--- config.mk ---
export PLATFORM = sky130hd
export DESIGN_NAME = umm_decoder
export DESIGN_NICKNAME = d
export VERILOG_FILES = /design/src/common/umm_pkg.sv /design/src/core/umm_decoder.sv
export SDC_FILE = /design/constraint.sdc
export NUM_CORES = 1
export LEC_CHECK = 0
export BUFFER_PORTS_ARGS = -buffer_cell sky130_fd_sc_hd__buf_2
export CELL_PAD_IN_SITES_DETAIL_PLACEMENT = 0
export CELL_PAD_IN_SITES_GLOBAL_PLACEMENT = 1
export CORE_MARGIN = 2
export CORE_UTILIZATION = 32
export DETAILED_ROUTE_END_ITERATION = 16
export PLACE_DENSITY = 0.81
export SYNTH_ARGS = -nofsm -noshare
export SYNTH_HDL_FRONTEND = slang
export SYNTH_SLANG_ARGS = --single-unit
--- constraint.sdc ---
create_clock -name sys_clk -period 3.5 [get_ports sys_clk]
set_input_delay 0.7 -clock sys_clk [delete_from_list [all_inputs] [get_ports sys_clk]]
set_output_delay 0.7 -clock sys_clk [all_outputs]
set_load 0.01 [all_outputs]
--- src/common/umm_pkg.sv ---
// Package of address map constants and types for the unified memory map decoder.
package umm_pkg;

  // ************************************************************
  // Address map boundaries.
  // ************************************************************
  localparam int ADDR_W = 24;
  localparam logic [23:0] FLASH_REGS_BASE = 24'hff_ff00;
  localparam logic [23:0] TRAP_HI_BASE = 24'hf0_0000;
  localparam logic [23:0] EMU_PROG_MIRROR_BASE = 24'he9_0000;
  localparam logic [23:0] EMU_PROG_BASE = 24'he8_0000;
  localparam logic [23:0] PROG_SRAM_MIRROR_BASE = 24'he1_0000;
  localparam logic [23:0] PROG_SRAM_BASE = 24'he0_0000;
  localparam logic [23:0] PROG_RSVD_BASE = 24'hcc_0000;
  localparam logic [23:0] FLASH_BASE = 24'hc0_0000;
  localparam logic [23:0] EXT_MEM_HI_BASE = 24'h40_0000;
  localparam logic [23:0] EXT_IO_BASE = 24'h20_5800;
  localparam logic [23:0] SER_LX_BASE = 24'h20_4000;
  localparam logic [23:0] CAN_LX_BASE = 24'h20_0000;
  localparam logic [23:0] EXT_MEM_MID_BASE = 24'h01_0000;
  localparam logic [23:0] FUNC_REGS_BASE = 24'h00_fe00;
  localparam logic [23:0] DUAL_RAM_BASE = 24'h00_f600;
  localparam logic [23:0] DUAL_RAM_BIT_BASE = 24'h00_fd00;
  localparam logic [23:0] DUAL_RAM_RSVD_BASE = 24'h00_f200;
  localparam logic [23:0] EXT_REGS_BASE = 24'h00_f000;
  localparam logic [23:0] PERIPH_REGS_BASE = 24'h00_e000;
  localparam logic [23:0] DATA_SRAM_BASE = 24'h00_a000;
  localparam logic [23:0] DATA_SRAM_RSVD_BASE = 24'h00_8000;
  // Standby memory window, placed inside the high trap area.
  localparam logic [23:0] STANDBY_BASE = 24'hf0_0000;
  localparam logic [23:0] STANDBY_END = 24'hf0_03ff;
  // Reserved flash sector for operation control and protection data.
  localparam logic [11:0] FLASH_RSVD_SECTOR = 12'hc0f;

  // ************************************************************
  // Segment, page, flash and register bank geometry.
  // ************************************************************
  localparam int SEG_W = 8;
  localparam int PAGE_W = 2;
  localparam int FLASH_MODULES = 3;
  localparam int FLASH_SECTORS = 64;
  localparam int FLASH_GROUP_SECTORS = 4;
  localparam int FLASH_GROUPS = FLASH_SECTORS / FLASH_GROUP_SECTORS;
  localparam int FLASH_PROG_BLOCK = 128;
  localparam int FLASH_LINE_BYTES = 16;
  localparam int BANK_REGS = 16;
  localparam int BANK_BYTE_REGS = 8;

  // Target regions of the map.
  typedef enum logic [3:0] {
    UMM_EXT_MEM, UMM_EXT_IO, UMM_LX_CAN, UMM_LX_SER, UMM_FLASH, UMM_PROG_SRAM, UMM_EMU_PROG,
    UMM_FLASH_REGS, UMM_STANDBY, UMM_DATA_SRAM, UMM_PERIPH_REGS, UMM_EXT_REGS, UMM_DUAL_RAM, UMM_FUNC_REGS,
    UMM_TRAP
  } umm_region_e;

  // One decoded access result.
  typedef struct packed {
    logic valid;
    umm_region_e region;
    logic sysbus;
    logic trap;
    logic reject;
    logic ordered;
    logic bit_ok;
    logic bank_hit;
    logic [3:0] bank_idx;
    logic [1:0] flash_mod;
    logic [19:0] flash_line;
    logic [7:0] segment;
    logic [1:0] page;
    logic [15:0] offset;
    logic word;
  } umm_res_s;

endpackage : umm_pkg

--- src/core/umm_decoder.sv ---
// Unified memory map decoder routing code fetches and data transfers.

module umm_decoder #(
  parameter int NUM_FLASH = umm_pkg::FLASH_MODULES
) (
  // Clock and reset.
  input wire logic sys_clk,
  input wire logic rst,
  // Instruction fetch request.
  input wire logic f_req,
  input wire logic [umm_pkg::ADDR_W-1:0] f_addr,
  input wire logic f_word,
  // Data transfer request.
  input wire logic d_req,
  input wire logic [umm_pkg::ADDR_W-1:0] d_addr,
  input wire logic d_word,
  input wire logic d_write,
  // Protection and context controls.
  input wire logic [umm_pkg::ADDR_W-1:0] ctx_ptr,
  input wire logic ps_wp_en,
  input wire logic [15:0] ps_wp_size,
  input wire logic [umm_pkg::FLASH_MODULES*umm_pkg::FLASH_GROUPS-1:0] fl_wp_mask,
  input wire logic fl_rp_en,
  input wire logic fl_unlock,
  // Fetch result toward the program unit.
  output umm_pkg::umm_res_s f_res,
  // Data result toward the data unit.
  output umm_pkg::umm_res_s d_res,
  output logic d_write_q,
  // Flash module conflict between the two channels.
  output logic fl_clash
);
  import umm_pkg::*;

  // ************************************************************
  // State.
  // ************************************************************
  typedef struct packed {
    umm_res_s f;
    umm_res_s d;
    logic d_wr;
    logic clash;
  } umm_state_s;

  umm_state_s state_q;
  umm_state_s state_d;

  // Region lookup from the full address.
  // map lookup
  function automatic umm_region_e umm_lookup(input logic [23:0] a);
    umm_region_e r;
    r = UMM_TRAP;
    if (a >= FLASH_REGS_BASE)
      r = UMM_FLASH_REGS;
    else if (a >= STANDBY_BASE && a <= STANDBY_END)
      r = UMM_STANDBY;
    else if (a >= TRAP_HI_BASE)
      r = UMM_TRAP;
    else if (a >= EMU_PROG_BASE)
      r = UMM_EMU_PROG;
    else if (a >= PROG_SRAM_BASE)
      r = UMM_PROG_SRAM;
    else if (a >= PROG_RSVD_BASE)
      r = UMM_TRAP;
    else if (a >= FLASH_BASE)
      r = (a[19:18] < 2'(NUM_FLASH)) ? UMM_FLASH : UMM_TRAP;
    else if (a >= EXT_MEM_HI_BASE)
      r = UMM_EXT_MEM;
    else if (a >= EXT_IO_BASE)
      r = UMM_EXT_IO;
    else if (a >= SER_LX_BASE)
      r = UMM_LX_SER;
    else if (a >= CAN_LX_BASE)
      r = UMM_LX_CAN;
    else if (a >= EXT_MEM_MID_BASE)
      r = UMM_EXT_MEM;
    else if (a >= FUNC_REGS_BASE)
      r = UMM_FUNC_REGS;
    else if (a >= DUAL_RAM_BASE)
      r = UMM_DUAL_RAM;
    else if (a >= DUAL_RAM_RSVD_BASE)
      r = UMM_TRAP;
    else if (a >= EXT_REGS_BASE)
      r = UMM_EXT_REGS;
    else if (a >= PERIPH_REGS_BASE)
      r = UMM_PERIPH_REGS;
    else if (a >= DATA_SRAM_BASE)
      r = UMM_DATA_SRAM;
    else if (a >= DATA_SRAM_RSVD_BASE)
      r = UMM_TRAP;
    else
      r = UMM_EXT_MEM;
    return r;
  endfunction : umm_lookup

  // True for memories owned by the program unit.
  function automatic logic umm_prog_mem(input umm_region_e r);
    return (r == UMM_FLASH) || (r == UMM_PROG_SRAM) || (r == UMM_EMU_PROG);
  endfunction : umm_prog_mem

  // True for targets reached over the external or internal peripheral bus.
  function automatic logic umm_bus_side(input umm_region_e r);
    return (r == UMM_EXT_MEM) || (r == UMM_EXT_IO) || (r == UMM_LX_CAN) || (r == UMM_LX_SER);
  endfunction : umm_bus_side

  // Common decode of one access into its result fields.
  function automatic umm_res_s umm_decode(input logic req, input logic [23:0] a, input logic w,
                                          input logic [23:0] cp);
    umm_res_s res;
    logic [23:0] gofs;
    res = '0;
    gofs = a - cp;
    res.valid = req;
    res.region = umm_lookup(a);
    res.segment = a[23:16];
    res.page = a[15:14];
    res.offset = a[15:0];
    res.word = w;
    res.trap = req && (res.region == UMM_TRAP);
    res.ordered = (res.region == UMM_EXT_IO);
    res.bit_ok = (res.region == UMM_FUNC_REGS) || (res.region == UMM_EXT_REGS)
                 || (a >= DUAL_RAM_BIT_BASE && a < FUNC_REGS_BASE);
    res.bank_hit = (res.region == UMM_DUAL_RAM) && (a >= cp) && (gofs < 24'(2 * BANK_REGS));
    res.bank_idx = gofs[4:1];
    if (res.bank_hit)
      res.bit_ok = 1'b1;
    if (!w && res.bank_hit && gofs[4:1] >= 4'(BANK_BYTE_REGS))
      res.bank_hit = 1'b0;
    res.flash_mod = a[19:18];
    res.flash_line = a[23:4];
    return res;
  endfunction : umm_decode

  logic [23:0] d_wp_ofs;
  logic [5:0] d_sector;
  logic d_grp_prot;
  umm_res_s f_now;
  umm_res_s d_now;

  // ************************************************************
  // Next state.
  // ************************************************************

  // Decode both channels side by side so they proceed in the same cycle.
  always_comb
  begin
    state_d = state_q;
    f_now = umm_decode(f_req, f_addr, f_word, ctx_ptr);
    d_now = umm_decode(d_req, d_addr, d_word, ctx_ptr);
    d_wp_ofs = {8'h00, d_addr[15:0]};
    d_sector = d_addr[17:12];
    d_grp_prot = fl_wp_mask[{d_addr[19:18], d_sector[5:2]}];
    f_now.sysbus = f_req && !f_now.trap && !umm_prog_mem(f_now.region);
    d_now.sysbus = d_req && !d_now.trap && (umm_prog_mem(d_now.region) || umm_bus_side(d_now.region));
    if (d_req && d_write && ps_wp_en && (d_now.region == UMM_PROG_SRAM || d_now.region == UMM_EMU_PROG)
        && d_wp_ofs < {8'h00, ps_wp_size})
      d_now.reject = 1'b1;
    if (d_req && d_write && d_now.region == UMM_FLASH && d_addr[23:12] == FLASH_RSVD_SECTOR)
      d_now.reject = 1'b1;
    if (d_req && d_write && d_now.region == UMM_FLASH && d_grp_prot)
      d_now.reject = 1'b1;
    if (d_req && !d_write && d_now.region == UMM_FLASH && fl_rp_en && !fl_unlock)
      d_now.reject = 1'b1;
    if (d_now.trap)
      d_now.sysbus = 1'b0;
    state_d.f = f_now;
    state_d.d = d_now;
    state_d.d_wr = d_req && d_write;
    state_d.clash = f_req && d_req && f_now.region == UMM_FLASH && d_now.region == UMM_FLASH
                    && f_now.flash_mod == d_now.flash_mod;
  end

  // Register the whole state.
  always_ff @(posedge sys_clk)
  begin
    if (rst)
      state_q <= '0;
    else
      state_q <= state_d;
  end

  // Results come straight from the state flops.
  assign f_res = state_q.f;
  assign d_res = state_q.d;
  assign d_write_q = state_q.d_wr;
  assign fl_clash = state_q.clash;
endmodule : umm_decoder

==> results.md <==
* Nets@finish at 1315
* Register area at 1620 µm²
* Area Growth Syn to Fin at 30.4%
* Final Core Density at 0.428
* Routed Wire Length at 22500 µm
* Min cycle time layout at 3.31 ns
* Number of synthesized flops with an enable pin at 0
* Hpwl dp at 19100 µm
* Largest net degree at the start of global routing at 41
* Cells after DPL at 1363
* CTS Hold Buffers Added at 0
* Grt ovf at 0
* Ports at 276
* Post-CTS Resized at 0
* Met2 usage at 0.327
* Number of global-route vias before repair at 6538
* Min-delay src: d_word
* RSZ-0062 raised after global routing: no
* Post-synth cell types at 72
* Syn nets at 1032
* Fin. Hold Viols at 0
* Top cell type's share of synthesized area at 0.242
* Post-CTS setup buffers at 0
* Total CTS buffers at 9
* Most frequent cell after synthesis: dfxtp_1
* Sequential area share after synthesis at 0.242
* Initial core utilization at 0.328
* Routability Congestion at 0.946
* DRT iter0 DRCs at 496
* Final cell count without fillers at 1380
* FMAX at 0.302 GHz
* Final ANT Viol Nets at 0
* Pwr dens at 334 nW/µm²
* # port buffers at 274
* Die height at 149 µm
* Reg clk slew, reported paths at 0.07 ns
* First-pass GRT wire length at 34700 µm
* Busiest grt layer: met2
* Hold/Removal Path Class: in -> reg
* TritonCTS Sinks at 81
* Grt met1 use at 0.271
* Critical path type: in -> reg
* TritonCTS clock tree: done
* Area taken by multi-input logic gates at 4340 µm²
* Max cap viols at 0
* DR vias at 7034
* Met3 Track Usage GR at 0.0333
* Via-to-Cell Ratio at 5.10
* CP startpoint kind: input port
* Chip width at 149 µm
* Setup Viol. Count Final at 0
* DRC Markers at 0
* Drt pass-1 iters at 5
* Post-synth top cells: 81 x dfxtp_1, 71 x inv_1, 63 x ha_1
* Leak at 4.37 nW
* Critical Path RT at 3.75 ns
* Synth Register Bits at 81
* Post-Syn Area per Cell at 8.17 µm²
* Fillers at 2147
* Clock buffer depth at 2
* Worst-Margin Slew at 0.756 ns
* Asr flop ratio synth at 0
* Max FO, Critical Path at 4
* Max-slew violation count at 0
* CTS root buffer: clkbuf_16
* CP arrival at 3.56 ns
* FP Rows at 52
* Total power at 2.92 mW
* Dominant synthesized flop cell: dfxtp_1
* Slew headroom at 0.483
* Core Area at 20400 µm²
* Final period util at 0.946
* VDD IR max at 0.000208 V
* Routed length per placed instance at 16.3 µm
* H-tree depth at 3
* Worst Setup End Kind: register
* Area leader, netlist: dfxtp_1
* Die Footprint at 22100 µm²
* Antenna violations before repair at 1
* Cells after synthesis at 821
* Synth top area cells: dfxtp_1 24%, ha_1 12%, buf_4 5.7%, nor2b_1 4.9%, mux4_2 4.7%
* Mapped Area at 6710 µm²
* Total track usage at 0.198
* Crit path launch: ctx_ptr[1]
* Share of cells above drive strength 1 at 0.353
* Status: finished, final reports clean
* Ys Warns at 0
power by group:
group          leakage [nW]  switching [mW]  internal (mW)  total (mW)
Clock                 0.137           0.383          0.515       0.898
Sequential            0.671          0.0160          0.972       0.988
Combinational          3.56           0.569          0.463        1.03
Total                  4.37           0.968           1.95        2.92
kinds of logic after synthesis:
logic type,share of synthesized area
AND/OR/NAND/NOR,0.216
AO/OA/AOI/OAI,0.220
buffers and inverters,0.110
flip-flops,0.242
adder cells (fa/ha/maj),0.124
multiplexers,0.0662
XOR/XNOR,0.0222
other,0.000559
metrics by stage:
step | setup WS, ns | instance area, µm² | TNS (ns) | hold slack [ns]
after floorplan | 0.145 | 6710 | 0 | 0.801
after global placement | -0.0660 | 8460 | -0.227 | 0.935
after detailed placement | -0.0799 | 8460 | -0.251 | 0.928
after CTS | 0.262 | 8740 | 0 | 0.573
after global routing | 0.00955 | 8740 | 0 | 0.595
final | 0.188 | 8740 | 0 | 0.581
flip-flops by register name, indices dropped and copies added, names as in the netlist:
name / flops
d_res: 40
d_write_q: 1
f_res: 39
fl_clash: 1
worst paths after layout:
| check | end | slack [ns] | depth (start not counted) |
|---|---|---|---|
| setup / recovery | d_res[54] | 0.19 | 13 |
| hold / removal | d_res[53] | 0.58 | 3 |
cell type report:
class                      count  share of cell area
sequential                    81               0.185
clock inverter                 5             0.00343
clock buffer                  11              0.0289
timing repair buffer         343               0.216
multi-input combinational    598               0.497
antenna                        1            0.000286
inverter                      71              0.0305
tap                          270              0.0386
layer usage:
| layer | wire length, µm | vias to the layer above |
|---|---|---|
| li1 | - | 3524 |
| met1 | 10300 | 3225 |
| met2 | 10500 | 270 |
| met3 | 1470 | 13 |
| met4 | 207 | 2 |
| met5 | 13 | - |
placed cells by master, fill, tap and decap left out, types with 16 or more instances in the layout:
cell type / instances
o21ai_0: 38
a21oi_1: 60
ha_1: 63
nor2_1: 51
inv_1: 71
dfxtp_1: 81
a21o_1: 16
nand4_1: 20
buf_4: 69
nor2b_1: 52
buf_2: 274
nand2_1: 58
critical path, cell delays in order:
cell and delay (ns):
buf_2 0.08, inv_1 0.10, ha_1 0.31, nor2b_1 0.18
o2111ai_1 0.19, a211oi_1 0.56, o221ai_2 0.21, buf_4 0.18
a32oi_1 0.21, nand4_1 0.14, nor4_1 0.32, nand4_1 0.24
o41ai_1 0.13
(Power assumes the default switching activity.)
